==> src/core/wdt_pkg.sv <==
// Purpose: Shared constants and types of the windowed watchdog timer
// Assumes: Avalon-MM byte addressing, 32-bit data, register index times four
// Notes:   Option byte layout and overflow exponents live here only
package wdt_pkg;
    localparam int          ADDR_W          = 22;
    localparam int          DATA_W          = 32;
    localparam int          CNT_W           = 17;
    localparam int          SYNC_W          = 3;

    // Register indices and their byte addresses
    localparam logic [19:0] REFRESH_IDX     = 20'hfffab;
    localparam logic [19:0] STATUS_IDX      = 20'hfffac;
    localparam logic [21:0] REFRESH_ADDR    = {REFRESH_IDX, 2'b00};
    localparam logic [21:0] STATUS_ADDR     = {STATUS_IDX, 2'b00};

    // Refresh register values
    localparam logic [7:0]  REFRESH_KEY     = 8'hac;
    localparam logic [7:0]  REFRESH_RV_ON   = 8'h9a;
    localparam logic [7:0]  REFRESH_RV_OFF  = 8'h1a;

    // Option byte fields
    localparam int          OPT_IRQ_BIT     = 7;
    localparam int          OPT_FRAC_HI     = 6;
    localparam int          OPT_FRAC_LO     = 5;
    localparam int          OPT_EN_BIT      = 4;
    localparam int          OPT_OVF_HI      = 3;
    localparam int          OPT_OVF_LO      = 1;
    localparam int          OPT_STBY_BIT    = 0;
    localparam logic [7:0]  OPT_RESET       = 8'h00;

    // Open fraction codes
    localparam logic [1:0]  FRAC_HALF       = 2'b01;
    localparam logic [1:0]  FRAC_QUARTER3   = 2'b10;

    // Overflow time exponents in low-speed clock cycles
    localparam int          OVF_EXP_0       = 6;
    localparam int          OVF_EXP_1       = 7;
    localparam int          OVF_EXP_2       = 8;
    localparam int          OVF_EXP_3       = 9;
    localparam int          OVF_EXP_4       = 11;
    localparam logic [2:0]  OVF_CODE_0      = 3'b000;
    localparam logic [2:0]  OVF_CODE_1      = 3'b001;
    localparam logic [2:0]  OVF_CODE_2      = 3'b010;
    localparam logic [2:0]  OVF_CODE_3      = 3'b011;

    // Status register fields
    localparam int          STAT_CNT_LO     = 0;
    localparam int          STAT_CLOSED_BIT = 17;
    localparam int          STAT_FIRST_BIT  = 18;
    localparam int          STAT_RUN_BIT    = 19;
    localparam int          STAT_FIRED_BIT  = 20;

    typedef enum logic [1:0] {
        ST_IDLE,
        ST_RUN,
        ST_FIRED
    } wdt_state_e;
endpackage

==> src/core/wdt_sync.sv <==
// Purpose: Two-stage synchroniser, one chain per bit
// Assumes: Inputs are asynchronous to clk
// Notes:   Only the second stage may be read by other logic
`timescale 1ns/1ps
`default_nettype none
module wdt_sync #(
    parameter int W = 1
) (
    input  wire logic         clk,
    input  wire logic         arst_n,
    input  wire logic [W-1:0] async_in,
    output logic      [W-1:0] sync_out
);
    genvar i;
    generate
        for (i = 0; i < W; i++) begin : g_bit
            logic meta_q;
            logic stab_q;
            always_ff @(posedge clk or negedge arst_n) begin
                if (!arst_n) begin
                    meta_q <= 1'b0;
                    stab_q <= 1'b0;
                end else begin
                    meta_q <= async_in[i];
                    stab_q <= meta_q;
                end
            end
            assign sync_out[i] = stab_q;
        end
    endgenerate
endmodule
`default_nettype wire

==> src/core/wdt_top.sv <==
// Purpose: Windowed watchdog timer with an Avalon-MM refresh register
// Assumes: Low-speed oscillator and standby levels arrive as pins
// Notes:   Once it fires, the internal reset holds until arst_n
// Behaviour
// - Key write clears counter and restarts
// - Refresh reset value follows enable option
// - Non-key write raises internal reset
// - Single-bit access raises internal reset
// - Refresh reads return reset value only
// - Enable option starts or stops counting
// - Later writes in closed window reset
// - Overflow without refresh raises internal reset
// - First write ignores window, clears counter
// - Clear may lag write by two ticks
// - Standby option selects counting in standby
// - Halt or stop release clears and restarts counter
// - Overflow select picks two-power period
// - Window select picks open fraction
// - Standby option zero forces full window
// - Refresh accepted up to last count
// - Interval interrupt at three quarters plus half
// - Watchdog reset sets cause flag
// - Counter is 17 bits on low-speed clock
//
// Added by the designer: the Avalon-MM slave port.
`timescale 1ns/1ps
`default_nettype none
module wdt_top
    import wdt_pkg::*;
(
    input  wire logic              clk,
    input  wire logic              arst_n,
    input  wire logic [ADDR_W-1:0] avs_address,
    input  wire logic              avs_read,
    input  wire logic              avs_write,
    input  wire logic [DATA_W-1:0] avs_writedata,
    input  wire logic [3:0]        avs_byteenable,
    input  wire logic              avs_bit_access,
    output logic      [DATA_W-1:0] avs_readdata,
    output logic                   avs_waitrequest,
    input  wire logic [7:0]        option_byte,
    input  wire logic              low_speed_clk,
    input  wire logic              halt_mode,
    input  wire logic              stop_mode,
    input  wire logic              doze_mode,
    output logic                   wdt_reset,
    output logic                   interval_irq,
    output logic                   watchdog_cause_flag
);
    logic [SYNC_W-1:0] sync_s;
    logic              ls_s;
    logic              hs_s;
    logic              doze_s;
    logic              ls_prev_q;
    logic              hs_prev_q;
    logic              tick_rise;
    logic              tick_fall;
    logic              ack_q;
    logic [DATA_W-1:0] rdata_q;
    logic              acc_wr;
    logic              ref_hit;
    logic              stat_hit;
    logic              ref_wr;
    logic [7:0]        opt_q;
    logic              opt_loaded_q;
    wdt_state_e        state_q;
    logic [CNT_W-1:0]  cnt_q;
    logic [CNT_W-1:0]  cnt_d;
    logic [CNT_W-1:0]  ovf_n;
    logic [CNT_W-1:0]  ovf_last;
    logic [CNT_W-1:0]  closed_lim;
    logic [CNT_W-1:0]  irq_pt;
    logic              closed;
    logic              first_done_q;
    logic              valid_clr;
    logic              bad_wr;
    logic              overflow;
    logic              hold;
    logic              release_clr;
    logic              irq_done_q;
    logic              irq_q;
    logic              fired_q;
    logic              cause_q;
    logic [7:0]        ref_rv;

    // Oscillator and standby levels come from other domains
    wdt_sync #(.W(SYNC_W)) u_sync (
        .clk      (clk),
        .arst_n   (arst_n),
        .async_in ({doze_mode, halt_mode | stop_mode, low_speed_clk}),
        .sync_out (sync_s)
    );
    assign ls_s   = sync_s[0];
    assign hs_s   = sync_s[1];
    assign doze_s = sync_s[2];

    always_ff @(posedge clk or negedge arst_n) begin
        if (!arst_n) begin
            ls_prev_q <= 1'b0;
            hs_prev_q <= 1'b0;
        end else begin
            ls_prev_q <= ls_s;
            hs_prev_q <= hs_s;
        end
    end
    assign tick_rise = ls_s & ~ls_prev_q;
    assign tick_fall = ~ls_s & ls_prev_q;

    // Option byte is a strap, taken at the first edge after release
    always_ff @(posedge clk or negedge arst_n) begin
        if (!arst_n) begin
            opt_q        <= OPT_RESET;
            opt_loaded_q <= 1'b0;
        end else if (!opt_loaded_q) begin
            opt_q        <= option_byte;
            opt_loaded_q <= 1'b1;
        end
    end

    // Bus slave: one wait state on every access
    assign avs_waitrequest = (avs_read | avs_write) & ~ack_q;
    assign acc_wr          = avs_write & ack_q;
    assign avs_readdata    = rdata_q;

    always_ff @(posedge clk or negedge arst_n) begin
        if (!arst_n) begin
            ack_q <= 1'b0;
        end else begin
            ack_q <= (avs_read | avs_write) & ~ack_q;
        end
    end

    always_comb begin
        ref_hit  = 1'b0;
        stat_hit = 1'b0;
        if (avs_address == REFRESH_ADDR) begin
            ref_hit = 1'b1;
        end else if (avs_address == STATUS_ADDR) begin
            stat_hit = 1'b1;
        end
    end

    assign ref_rv = opt_q[OPT_EN_BIT] ? REFRESH_RV_ON : REFRESH_RV_OFF;
    always_ff @(posedge clk or negedge arst_n) begin
        if (!arst_n) begin
            rdata_q <= '0;
        end else if (avs_read && !ack_q) begin
            rdata_q <= '0;
            if (ref_hit) begin
                rdata_q[7:0] <= ref_rv;
            end else if (stat_hit) begin
                rdata_q[STAT_CNT_LO +: CNT_W] <= cnt_q;
                rdata_q[STAT_CLOSED_BIT]      <= closed;
                rdata_q[STAT_FIRST_BIT]       <= first_done_q;
                rdata_q[STAT_RUN_BIT]         <= (state_q == ST_RUN);
                rdata_q[STAT_FIRED_BIT]       <= fired_q;
            end
        end
    end

    // Lane 0 must be enabled; a write without it does not reach the register
    assign ref_wr = acc_wr & ref_hit & avs_byteenable[0];

    // Overflow period and window bounds
    always_comb begin
        case (opt_q[OPT_OVF_HI:OPT_OVF_LO])
            OVF_CODE_0: ovf_n = CNT_W'(1) << OVF_EXP_0;
            OVF_CODE_1: ovf_n = CNT_W'(1) << OVF_EXP_1;
            OVF_CODE_2: ovf_n = CNT_W'(1) << OVF_EXP_2;
            OVF_CODE_3: ovf_n = CNT_W'(1) << OVF_EXP_3;
            default:    ovf_n = CNT_W'(1) << OVF_EXP_4;
        endcase
    end
    assign ovf_last = ovf_n - CNT_W'(1);
    assign irq_pt   = ovf_n - (ovf_n >> 2);

    always_comb begin
        closed_lim = '0;
        if (opt_q[OPT_STBY_BIT]) begin
            if (opt_q[OPT_FRAC_HI:OPT_FRAC_LO] == FRAC_HALF) begin
                closed_lim = ovf_n >> 1;
            end else if (opt_q[OPT_FRAC_HI:OPT_FRAC_LO] == FRAC_QUARTER3) begin
                closed_lim = ovf_n >> 2;
            end
        end
    end
    assign closed = first_done_q & (cnt_q < closed_lim);

    // Refresh checks
    assign valid_clr = ref_wr & (avs_writedata[7:0] == REFRESH_KEY) & ~avs_bit_access & ~closed
                     & (state_q != ST_FIRED);
    assign bad_wr    = ref_wr & (state_q != ST_FIRED)
                     & ((avs_writedata[7:0] != REFRESH_KEY)
                        | avs_bit_access
                        | closed);

    assign hold        = (hs_s | doze_s) & ~opt_q[OPT_STBY_BIT];
    assign release_clr = hs_prev_q & ~hs_s & ~opt_q[OPT_STBY_BIT];
    assign overflow    = (state_q == ST_RUN) & tick_rise & ~hold & (cnt_q == ovf_last) & ~valid_clr;

    always_ff @(posedge clk or negedge arst_n) begin
        if (!arst_n) begin
            first_done_q <= 1'b0;
        end else if (ref_wr) begin
            first_done_q <= 1'b1;
        end
    end

    always_ff @(posedge clk or negedge arst_n) begin
        if (!arst_n) begin
            state_q <= ST_IDLE;
        end else begin
            case (state_q)
                ST_IDLE: begin
                    if (bad_wr) begin
                        state_q <= ST_FIRED;
                    end else if (opt_loaded_q && opt_q[OPT_EN_BIT]) begin
                        state_q <= ST_RUN;
                    end
                end
                ST_RUN: begin
                    if (bad_wr || overflow) begin
                        state_q <= ST_FIRED;
                    end
                end
                default: begin
                    state_q <= ST_FIRED;
                end
            endcase
        end
    end

    // Clear lands at once, well inside the two-tick allowance
    always_comb begin
        cnt_d = cnt_q;
        if (valid_clr || release_clr) begin
            cnt_d = '0;
        end else if (state_q == ST_RUN && tick_rise && !hold) begin
            cnt_d = cnt_q + CNT_W'(1);
        end
    end

    always_ff @(posedge clk or negedge arst_n) begin
        if (!arst_n) begin
            cnt_q <= '0;
        end else begin
            cnt_q <= cnt_d;
        end
    end

    // Interval interrupt on the falling half after the three-quarter count
    always_ff @(posedge clk or negedge arst_n) begin
        if (!arst_n) begin
            irq_q      <= 1'b0;
            irq_done_q <= 1'b0;
        end else begin
            irq_q <= 1'b0;
            if (valid_clr || release_clr) begin
                irq_done_q <= 1'b0;
            end else if (opt_q[OPT_IRQ_BIT] && state_q == ST_RUN && tick_fall && !irq_done_q
                         && cnt_q == irq_pt) begin
                irq_q      <= 1'b1;
                irq_done_q <= 1'b1;
            end
        end
    end

    always_ff @(posedge clk or negedge arst_n) begin
        if (!arst_n) begin
            fired_q <= 1'b0;
            cause_q <= 1'b0;
        end else if (bad_wr || overflow) begin
            fired_q <= 1'b1;
            cause_q <= 1'b1;
        end
    end

    assign wdt_reset           = fired_q;
    assign interval_irq        = irq_q;
    assign watchdog_cause_flag = cause_q;
    property p_key_clears;
        @(posedge clk) disable iff (!arst_n)
        valid_clr |=> (cnt_q == '0) && !fired_q;
    endproperty
    a_key_clears: assert property (p_key_clears) else $error("key write did not clear");
    property p_read_value;
        @(posedge clk) disable iff (!arst_n)
        (avs_read && !ack_q && ref_hit)
            |=> avs_readdata == DATA_W'(opt_q[OPT_EN_BIT] ? REFRESH_RV_ON : REFRESH_RV_OFF);
    endproperty
    a_read_value: assert property (p_read_value) else $error("refresh read value wrong");
    property p_bad_value;
        @(posedge clk) disable iff (!arst_n)
        (ref_wr && avs_writedata[7:0] != REFRESH_KEY && !fired_q) |=> wdt_reset && watchdog_cause_flag;
    endproperty
    a_bad_value: assert property (p_bad_value) else $error("wrong value did not reset");
    property p_bit_access;
        @(posedge clk) disable iff (!arst_n)
        (ref_wr && avs_bit_access) |=> wdt_reset;
    endproperty
    a_bit_access: assert property (p_bit_access) else $error("bit access did not reset");
    property p_disabled_stops;
        @(posedge clk) disable iff (!arst_n)
        (opt_loaded_q && !opt_q[OPT_EN_BIT]) ##1 opt_loaded_q |-> cnt_q == '0;
    endproperty
    a_disabled_stops: assert property (p_disabled_stops) else $error("counter moved while disabled");
    property p_closed_write;
        @(posedge clk) disable iff (!arst_n)
        (ref_wr && first_done_q && cnt_q < closed_lim) |=> wdt_reset;
    endproperty
    a_closed_write: assert property (p_closed_write) else $error("closed window write missed");
    property p_overflow;
        @(posedge clk) disable iff (!arst_n)
        (state_q == ST_RUN && tick_rise && !hold && cnt_q == ovf_last && !ref_wr) |=> wdt_reset;
    endproperty
    a_overflow: assert property (p_overflow) else $error("overflow did not reset");
    property p_first_free;
        @(posedge clk) disable iff (!arst_n)
        (ref_wr && !first_done_q && avs_writedata[7:0] == REFRESH_KEY && !avs_bit_access && !fired_q)
            |=> !wdt_reset && cnt_q == '0;
    endproperty
    a_first_free: assert property (p_first_free) else $error("first write was refused");
    property p_standby_hold;
        @(posedge clk) disable iff (!arst_n)
        (hold && !ref_wr && !release_clr) |=> $stable(cnt_q);
    endproperty
    a_standby_hold: assert property (p_standby_hold) else $error("counted during standby");
    property p_full_window;
        @(posedge clk) disable iff (!arst_n)
        (ref_wr && first_done_q && !opt_q[OPT_STBY_BIT] && avs_writedata[7:0] == REFRESH_KEY && !avs_bit_access)
            |=> !$rose(wdt_reset);
    endproperty
    a_full_window: assert property (p_full_window) else $error("key write refused without standby option");
    property p_irq_point;
        @(posedge clk) disable iff (!arst_n)
        $rose(interval_irq) |-> $past(cnt_q) == irq_pt && opt_q[OPT_IRQ_BIT] && $past(tick_fall);
    endproperty
    a_irq_point: assert property (p_irq_point) else $error("interval interrupt at wrong count");
endmodule
`default_nettype wire

==> config.mk <==
export PLATFORM = sky130hd
export DESIGN_NAME = wdt_top
export DESIGN_NICKNAME = d
export VERILOG_FILES = /design/src/core/wdt_pkg.sv /design/src/core/wdt_sync.sv /design/src/core/wdt_top.sv
export SDC_FILE = /design/constraint.sdc
export NUM_CORES = 1
export LEC_CHECK = 0
export BUFFER_PORTS_ARGS = -buffer_cell sky130_fd_sc_hd__buf_2
export CAP_MARGIN = 20
export CORE_MARGIN = 3
export CORE_UTILIZATION = 40
export CTS_BUF_LIST = sky130_fd_sc_hd__clkbuf_4 sky130_fd_sc_hd__clkbuf_8
export CTS_CLUSTER_SIZE = 8
export DETAILED_ROUTE_END_ITERATION = 6
export HOLD_SLACK_MARGIN = 0.06
export PLACE_DENSITY = 0.7
export SLEW_MARGIN = 30
export SYNTH_ARGS = -nofsm -noshare
export SYNTH_HDL_FRONTEND = slang
export SYNTH_SLANG_ARGS = --single-unit
==> constraint.sdc <==
create_clock -name clk -period 4.4 [get_ports clk]
set_input_delay 0.66 -clock clk [delete_from_list [all_inputs] [get_ports clk]]
set_output_delay 0.66 -clock clk [all_outputs]
set_load 0.01 [all_outputs]
==> metrics.yaml, run 1 <==
ys_seq_area_share_pct: 46.8
skew_ns: 0.0123
p_per_area_mw_per_mm2: 314
end_kind: "flop"
cts_tree: "built"
io_buffers: 72
min_path_type: "flop to flop"
synthDistinctLibCells: 59
status: "finished clean"
synth-seq-cells: 62
numCtsBuffers: 9
drv_slew: 0
setup_viol: 0
finalSetupTns_ns: 0
startpoint_type: "flop"
dr.pass1.iters: 4
crit_type: "flop to flop"
clock-sinks: 62
fmax_mhz: 355
crit_start: "opt_q[1]"
syn_avg_cell_area_um2: 10.2
ant_nets: 0
dp_hpwl_um: 5580
rsz0062_at_grt: "no"
nets: 475
die_x_um: 97.1
postSynthCellCount: 324
hold_viol_final: 0
die_height_um: 97.1
num-fill-cells: 736
vias_per_cell: 5.37
peakVddDrop_uv: 205
placed_area_mm2: 0.00369
wl_um: 7510
grt_pass1_vias: 2587
area_delta_synth_final_pct: 17.4
dr_total_vias: 2668
grt_use_total_pct: 16.5
timing.final.crit_period_ns: 2.82
globalRoute.totalOverflow: 0
yosys_warnings: 0
ctsHoldBuffers: 0
r2r_setup_slack_ns: 1.58
post_drt_wl_per_cell_um: 15.1
core_area_mm2: 0.00789
hold_start: "u_sync.g_bit[0].meta_q"
fin_crit_sh_pct: 64.0
synth_edf_count: 0
relSlewSlack_pct: 47.8
drtIter0Drc: 101
path_max_fanout: 19
grt_max_degree: 63
async_reset_ff_share_pct: 100
synth_ff_type: "dfrtp_1"
place_congestion: 0.871
finalPower_mw: 1.22
cts-resized-gates: 0
final-seq-area_mm2: 0.00155
cts_buffer_depth: 2
netlist_area_mm2: 0.00332
maxCapViolCount: 0
start_util_pct: 42.1
drive_above_1_share_pct: 27.6
antenna_found_initial: 0
crit_required_ns: 4.59
drc: 0
path_clk_slew_ns: 0.07
synthTopCellsByArea: "dfrtp_1 47%, xnor2_1 4.5%, ha_1 3.8%, a22o_1 3.7%, nor2_1 3.4%"
cts_setup_buffers: 0
worst_pin_slew_ns: 0.783
worstPathArrival_ns: 3.00
antenna_cells: 0
clock_tree.root_cell: "clkbuf_8"
die_area_mm2: 0.00942
num_rows: 32
yosysTopAreaCell: "dfrtp_1"
worstReg2RegStart: "opt_q[1]"
grt_first_pass_wirelength_um: 12500
multi_input_area_mm2: 0.00160
yosysTopAreaCellShare_pct: 46.8
p_leak_nw: 1.79
cts_htree_levels: 3
stdcell_area_mm2: 0.00390
io_pins: 111
insertion_delay_ns: 0.34
==> power by group <==
part           internal [mW]  switching [mW]  leakage [nW]  total [mW]
Sequential             0.582          0.0206         0.811       0.603
Combinational         0.0518          0.0612         0.875       0.113
Clock                  0.283           0.224         0.103       0.507
==> final timing paths <==
kind	cells past startpoint	end
worst max-delay path	9	interval_irq
worst min-delay path	0	u_sync.g_bit[0].stab_q
worst max register to register	9	interval_irq
worst min register to register	0	u_sync.g_bit[0].stab_q
max in group asynchronous	2	irq_done_q
min in group asynchronous	2	avs_readdata[20]
==> worst max-delay path, stage by stage (launching register included) <==
cell and delay (ns):
dfrtp_1 0.51, nand2b_1 0.21, o22ai_1 0.18, nand3_1 0.12, ha_1 0.34, nand4_1 0.13
a211oi_1 0.30, a211oi_1 0.11, o21ai_2 0.64, nor2_1 0.12
==> cell families (layout without fill, tap and decap cells) <==
kind of cell | count (synthesis) | in the layout | synth area share (%)
simple gates | 127 | 127 | 22.4
flops | 62 | 62 | 46.8
compound gates | 54 | 54 | 12.3
buf+inv | 40 | 101 | 6.30
xor+xnor | 21 | 21 | 5.54
fa+ha+maj | 10 | 10 | 3.77
mux | 8 | 8 | 2.72
other cells | 2 | 12 | 0.226
==> cells in the final DEF (no fill, tap or decap), types with 4 or more instances in the layout <==
| master | count |
|---|---|
| conb_1 | 12 |
| ha_1 | 10 |
| mux2_2 | 8 |
| nand2_1 | 16 |
| nor2_1 | 30 |
| xnor2_1 | 17 |
| o31ai_1 | 5 |
| a22o_1 | 14 |
| nor3_1 | 9 |
| nand3_1 | 9 |
| buf_2 | 72 |
| nand4_1 | 13 |
| a21oi_1 | 9 |
| nor4b_1 | 4 |
| nand4b_1 | 4 |
| and3_1 | 4 |
| nor2b_1 | 4 |
| dfrtp_1 | 62 |
| inv_1 | 10 |
| clkbuf_8 | 10 |
| xor2_1 | 4 |
| nand2b_1 | 5 |
| o21ai_0 | 5 |
==> sequential cells by signal, summed over array words and instances (netlist names) <==
signal / flops
avs_readdata: 21
cnt_q: 17
opt_q: 8
u_sync.g_bit.meta_q: 3
u_sync.g_bit.stab_q: 3
state_q: 2
ack_q: 1
first_done_q: 1
hs_prev_q: 1
interval_irq: 1
irq_done_q: 1
ls_prev_q: 1
opt_loaded_q: 1
watchdog_cause_flag: 1
==> per-stage QoR <==
step | setup WS [ns] | hold WS, ns | util [%] | std cells
after floorplan | 1.89 | 0.331 | - | 334
after global placement | 1.61 | 0.332 | 46.8 | 481
after CTS | 1.54 | 0.351 | 49.4 | 497
after global routing | 1.28 | 0.358 | 49.4 | 497
final | 1.58 | 0.347 | 49.4 | 497
after detailed placement | 1.56 | 0.336 | 46.8 | 481
==> synthesized netlist by cell type, types with 4 or more instances <==
master / instances
nand4_1: 13
o21ai_0: 5
buf_4: 13
clkbuf_1: 13
nor2_1: 30
o31ai_1: 5
xnor2_1: 17
ha_1: 10
nor4b_1: 4
nand2_1: 16
nand3_1: 9
inv_1: 10
mux2_2: 8
dfrtp_1: 62
nor3_1: 9
nand2b_1: 5
a22o_1: 14
nor2b_1: 4
and3_1: 4
a21oi_1: 9
nand4b_1: 4
xor2_1: 4
==> cell type report <==
| cell class | count | share of cell area, % |
|---|---|---|
| multi-input cells | 232 | 40.9 |
| flip-flops and latches | 62 | 39.8 |
| repair buffers | 75 | 9.83 |
| clock buffers | 11 | 3.73 |
| well taps | 102 | 3.28 |
| clock inverters | 5 | 1.45 |
| inverters | 10 | 0.963 |
==> routing by layer <==
metal	vias up	share of wire, %	track usage [%]	wire (um)
li1	1287	-	-	-
met1	1302	48	21.7	3570
met2	70	46	26.0	3490
met3	9	4.9	4.74	365
met4	0	1.1	6.05	85
met5	-	0	0	0
Power figures use the tool's default switching activity.
==> run 2, diff against run 1 <==
--- a/config.mk
+++ b/config.mk
@@ -5,6 +5,7 @@
 export SDC_FILE = /design/constraint.sdc
 export NUM_CORES = 1
 export LEC_CHECK = 0
+export ABC_AREA = 1
 export BUFFER_PORTS_ARGS = -buffer_cell sky130_fd_sc_hd__buf_2
 export CAP_MARGIN = 20
 export CORE_MARGIN = 3
@@ -13,7 +14,7 @@
 export CTS_CLUSTER_SIZE = 8
 export DETAILED_ROUTE_END_ITERATION = 6
 export HOLD_SLACK_MARGIN = 0.06
-export PLACE_DENSITY = 0.7
+export PLACE_DENSITY = 0.71
 export SLEW_MARGIN = 30
 export SYNTH_ARGS = -nofsm -noshare
 export SYNTH_HDL_FRONTEND = slang
==> constraint.sdc (replaced) <==
create_clock -name clk -period 2.55 [get_ports clk]
set_input_delay 0.3825 -clock clk [delete_from_list [all_inputs] [get_ports clk]]
set_output_delay 0.3825 -clock clk [all_outputs]
set_load 0.01 [all_outputs]
==> metrics.yaml, run 2 <==
antenna_found_initial: 0
placed_area_mm2: 0.00407
dr.pass1.iters: 4
drtIter0Drc: 168
min_path_type: "primary input to flop"
seqPwrFrac_pct: 45.6
worstPathArrival_ns: 2.70
relSlewSlack_pct: 46.9
cts_htree_levels: 3
yosys_warnings: 0
crit_required_ns: 2.84
synthMuxAreaShare_pct: 0.939
clock_tree.root_cell: "clkbuf_8"
p_per_area_mw_per_mm2: 555
synth_edf_count: 0
nets: 602
drive_above_1_share_pct: 27.4
hold_viol_final: 0
cts_buffer_depth: 2
synth_top_family_by_area: "simple AND/OR/NAND/NOR gates"
yosysTopAreaCellShare_pct: 43.1
path_clk_slew_ns: 0.07
drv_slew: 0
worst_pin_slew_ns: 0.796
io_pins: 111
power_frac_comb_pct: 17.8
synth_common_cells: "92 x nand2_1, 62 x dfrtp_1, 57 x nor2_1"
dp_slack_ns: 0.0605
wl_um: 8460
crit_type: "flop to flop"
yosys.cell_count.top_type: "nand2_1"
num_rows: 33
grt_use_total_pct: 17.2
synth_adder_area_share_pct: 3.48
fin_crit_sh_pct: 94.7
p_leak_nw: 2.10
p_sw_mw: 0.723
dp_hpwl_um: 6340
area_delta_synth_final_pct: 20.4
final_common_cell: "nand2_1"
end_kind: "flop"
ctsHoldBuffers: 0
ant_nets: 0
p_clk_share_pct: 36.6
die_x_um: 101
largest_reg_flops: 21
yosysTopAreaCell: "dfrtp_1"
syn_avg_cell_area_um2: 8.32
synth_simple_gate_area_share_pct: 31.2
status: "finished clean"
setup_viol: 0
insertion_delay_ns: 0.35
globalRoute.totalOverflow: 0
dr_total_vias: 3094
io_buffers: 72
antenna_cells: 0
vias_per_cell: 4.93
layout_common_cells: "92 x nand2_1, 72 x buf_2, 62 x dfrtp_1"
path_max_fanout: 9
peakVddDrop_uv: 315
core_area_mm2: 0.00846
postSynthCellCount: 432
async_reset_ff_share_pct: 100
switching_share_pct: 30.1
netlist_area_mm2: 0.00360
ys_seq_area_share_pct: 43.1
die_area_mm2: 0.0102
stdcell_area_mm2: 0.00433
timing.final.crit_period_ns: 2.41
fmax_mhz: 414
startpoint_type: "flop"
synthDistinctLibCells: 41
skew_ns: 0.00610
synthTopCellsByArea: "dfrtp_1 43%, nand2_1 9.6%, nor2_1 5.9%, inv_1 4.6%, ha_1 3.5%"
cts_tree: "built"
yosys.area_share.xor_xnor_pct: 4.38
grt_first_pass_wirelength_um: 13800
synth_ff_type: "dfrtp_1"
maxCapViolCount: 0
setup_ws_ns: 0.135
synth-compound-area-share_pct: 7.52
grt_pass1_vias: 2902
start_util_pct: 42.5
synth-seq-cells: 62
drc: 0
post_drt_wl_per_cell_um: 13.5
finalPower_mw: 2.40
grt_max_degree: 63
place_congestion: 0.909
die_height_um: 101
rsz0062_at_grt: "yes"
clock-sinks: 62
numCtsBuffers: 9
p_int_mw: 1.68
==> run 2: cell count changes after synthesis, sizes merged, moves of 7 or more <==
cell and delta:
xor2 +9, clkbuf -7, xnor2 -12, o31ai +8, inv +38, a22o -15, nand2 +80, nand3 +15
nor2 +41
==> run 2: logic make-up after synthesis <==
family | count (synthesis)
XOR/XNOR | 18
multiplexers | 3
buffers and inverters | 69
flip-flops | 62
adder cells (fa/ha/maj) | 10
AO/OA/AOI/OAI | 44
other | 2
AND/OR/NAND/NOR | 224
==> run 2: critical path, cell delays in order (launching register included) <==
cell and delay (ns):
dfrtp_1 0.43, inv_2 0.07, nand2_1 0.07, nor2_2 0.11
inv_1 0.09, o22ai_2 0.14, nand2_1 0.07, ha_1 0.29
a21oi_1 0.16, nor2_1 0.06, nor2_1 0.12, o21ai_2 0.10
nand2_2 0.11, nand3_4 0.09, nand3_4 0.16, nand2_8 0.15
nor2_4 0.11
==> run 2: cell type report <==
cell class,instances,area (um^2)
Sequential cell,62,1550
Timing Repair Buffer,84,454
Multi-Input combinational cell,312,1820
Clock buffer,11,139
Tap cell,105,131
Fill cell,821,4130
Inverter,48,180
Clock inverter,5,58.8
==> run 2: final timing paths <==
check                                        from                endpoint  slack (ns)  depth (start not counted)
min                                 low_speed_clk  u_sync.g_bit[0].meta_q        0.14                          1
max in group asynchronous                  arst_n                cnt_q[2]        1.84                          2
min in group asynchronous                  arst_n                opt_q[3]        0.19                          2
max reg2reg                              opt_q[3]                cnt_q[7]        0.14                         16
max                                      opt_q[3]                cnt_q[7]        0.14                         16
min reg2reg                u_sync.g_bit[1].meta_q  u_sync.g_bit[1].stab_q        0.35                          0
==> run 2: timing repair <==
item	in CTS	in global routing
resized for setup	0	10
hold endpoints to repair	0	0
setup buffers	0	0
endpoints found under the setup margin	0	18
==> run 2: routing by layer <==
| metal | wire length [um] | GRT usage, % | vias up |
|---|---|---|---|
| met3 | 585 | 5.19 | 9 |
| met1 | 3820 | 23.3 | 1447 |
| met2 | 3950 | 26.9 | 91 |
| met4 | 95 | 4.46 | 0 |
| met5 | 0 | 0 | - |
| li1 | - | - | 1547 |
==> run 2: power groups by stage <==
| stage | logic [mW] | registers [mW] | clock network, mW |
|---|---|---|---|
| final | 0.427 | 1.10 | 0.880 |
| after global placement | 0.409 | 1.11 | 0 |
| after detailed placement | 0.417 | 1.11 | 0 |
| after global routing | 0.483 | 1.10 | 0.946 |
| after floorplan | 0.285 | 1.11 | 0 |
| after CTS | 0.419 | 1.09 | 0.902 |
==> run 2: stage by stage <==
stage	setup TNS [ns]	util [%]	hold WS (ns)	cells
2_1_floorplan	0	-	0.0869	442
3_3_place_gp	0	48.0	0.332	610
3_5_place_dp	0	48.0	0.336	610
4_1_cts	0	50.4	0.128	626
5_1_grt	-0.253	51.2	0.120	627
6_report	0	51.2	0.136	627
==> run 3, diff against run 2 <==
--- a/config.mk
+++ b/config.mk
@@ -5,7 +5,6 @@
 export SDC_FILE = /design/constraint.sdc
 export NUM_CORES = 1
 export LEC_CHECK = 0
-export ABC_AREA = 1
 export BUFFER_PORTS_ARGS = -buffer_cell sky130_fd_sc_hd__buf_2
 export CAP_MARGIN = 20
 export CORE_MARGIN = 3
@@ -14,7 +13,7 @@
 export CTS_CLUSTER_SIZE = 8
 export DETAILED_ROUTE_END_ITERATION = 6
 export HOLD_SLACK_MARGIN = 0.06
-export PLACE_DENSITY = 0.71
+export PLACE_DENSITY = 0.72
 export SLEW_MARGIN = 30
 export SYNTH_ARGS = -nofsm -noshare
 export SYNTH_HDL_FRONTEND = slang
==> metrics.yaml, run 3 (same netlist as run 1, synthesis figures left out) <==
status: "finished clean"
crit_chain: "nor2b_4 > nand2_1 > o21ai_1 > nand3b_1 > ha_4 > nand4_1 > buf_4 > a21o_1 > a211oi_2 > o32ai_4 > or2_1"
p_leak_nw: 1.94
setup_ws_ns: 0.0929
skew_ns: 0.00940
drc: 0
cts_tree: "built"
grt_pass1_vias: 2733
p_per_area_mw_per_mm2: 521
io_pins: 111
timing.rr.end: "watchdog_cause_flag"
die_height_um: 97.1
nets: 501
dp_slack_ns: -0.229
start_util_pct: 42.1
min_path_type: "primary input to asynchronous set/reset pin"
ctsHoldBuffers: 0
dr_total_vias: 2789
drive_above_1_share_pct: 35.4
finalPower_mw: 2.20
ant_nets: 0
final_common_cell: "buf_2"
cp_slowest_cell: "dfrtp_1"
hold_viol_final: 0
insertion_delay_ns: 0.35
dr.pass1.iters: 4
grt_use_total_pct: 17.8
fin_crit_sh_pct: 96.4
final-seq-area_mm2: 0.00156
num-fill-cells: 682
drtIter0Drc: 173
end_kind: "flop"
worstPathArrival_ns: 2.69
grt_first_pass_wirelength_um: 13500
num_rows: 32
layout.cells.non_filler: 523
timing.final.crit_period_ns: 2.46
r2r_setup_slack_ns: 0.09
clock_tree.root_cell: "clkbuf_8"
cts_htree_levels: 3
antenna_cells: 0
worstReg2RegStart: "opt_q[6]"
numCtsBuffers: 9
largest_reg_flops: 21
globalRoute.totalOverflow: 0
post_drt_wl_per_cell_um: 15.7
clock-sinks: 62
setup_viol: 0
die_x_um: 97.1
multi_input_area_mm2: 0.00170
dp_hpwl_um: 6040
cts_buffer_depth: 2
worst_pin_slew_ns: 0.677
maxCapViolCount: 0
rr_worst_depth: 11
crit_required_ns: 2.78
crit_type: "flop to flop"
path_max_fanout: 5
die_area_mm2: 0.00942
wl_um: 8190
io_buffers: 72
vias_per_cell: 5.33
antenna_found_initial: 0
fmax_mhz: 407
startpoint_type: "flop"
max_stage_delay_ns: 0.44
relSlewSlack_pct: 54.9
core_area_mm2: 0.00789
area_delta_synth_final_pct: 27.3
path_clk_slew_ns: 0.08
peakVddDrop_uv: 356
drv_slew: 0
dpl.cell_count: 503
layout_common_cells: "72 x buf_2, 59 x dfrtp_1, 29 x nor2_1"
finalSetupTns_ns: 0
place_congestion: 0.858
grt_max_degree: 35
==> run 3: cell types whose count changed in the layout (fill, tap and decap cells not counted), moves of 9 or more <==
cell,delta
xor2_1,-9
nor2_1,-25
nand3_1,-11
xnor2_1,+12
inv_1,-34
buf_4,+15
nand2_1,-76
nor2_4,-10
a22o_1,+14
==> run 3: stage by stage <==
step	area (um^2)	hold slack [ns]	utilization (%)
after detailed placement	3870	0.335	49.1
final	4220	0.0625	53.6
after CTS	4120	0.0778	52.2
after global routing	4220	0.102	53.6
after global placement	3870	0.333	49.1
after floorplan	3360	0.0869	-
==> run 3: how the worst max path moves through the flow <==
| stage | start | end | slack [ns] | cells after the start |
|---|---|---|---|---|
| after detailed placement | opt_q[6] | cnt_q[11] | -0.23 | 10 |
| after global placement | opt_q[3] | cnt_q[6] | -0.08 | 9 |
| final | opt_q[6] | watchdog_cause_flag | 0.09 | 11 |
| after CTS | opt_q[6] | cnt_q[6] | 0.002 | 11 |
| after floorplan | opt_q[3] | state_q[1] | 0.04 | 8 |
| after global routing | opt_q[6] | watchdog_cause_flag | -0.02 | 11 |
==> run 3: what timing repair did <==
action                                  4_1_cts  5_1_grt
gates cloned                                  1        0
setup buffers                                 1        2
resized for setup                             4       16
hold endpoints to repair                      0        0
pin swaps                                     2        4
endpoints found under the setup margin       21       22
==> run 3: layer usage <==
layer	vias up	track usage (%)	share of wire, %
li1	1335	-	-
met1	1335	23.5	44
met2	106	28.1	48
met3	13	4.45	7.1
met4	0	6.80	1.5
met5	-	0	0
==> run 3: final cells by class <==
cell class | count | share of cell area, %
multi-input combinational | 233 | 40.3
sequential | 62 | 36.8
timing repair buffer | 100 | 14.1
clock buffer | 10 | 3.26
tap | 102 | 3.02
clock inverter | 6 | 1.66
inverter | 10 | 0.889
==> run 3: where the power goes <==
part	switching (mW)	leakage [nW]	total (mW)	internal [mW]
registers	0.0249	0.808	1.03	1.01
clock network	0.412	0.100	0.896	0.484
logic	0.138	1.03	0.272	0.134
==> run 3: critical path: cells and delay by family (launching register included) <==
family	cells	cell delay, ns
fa+ha+maj	1	0.33
buf+inv	1	0.16
simple gates	5	0.73
flops	1	0.44
compound gates	4	0.69
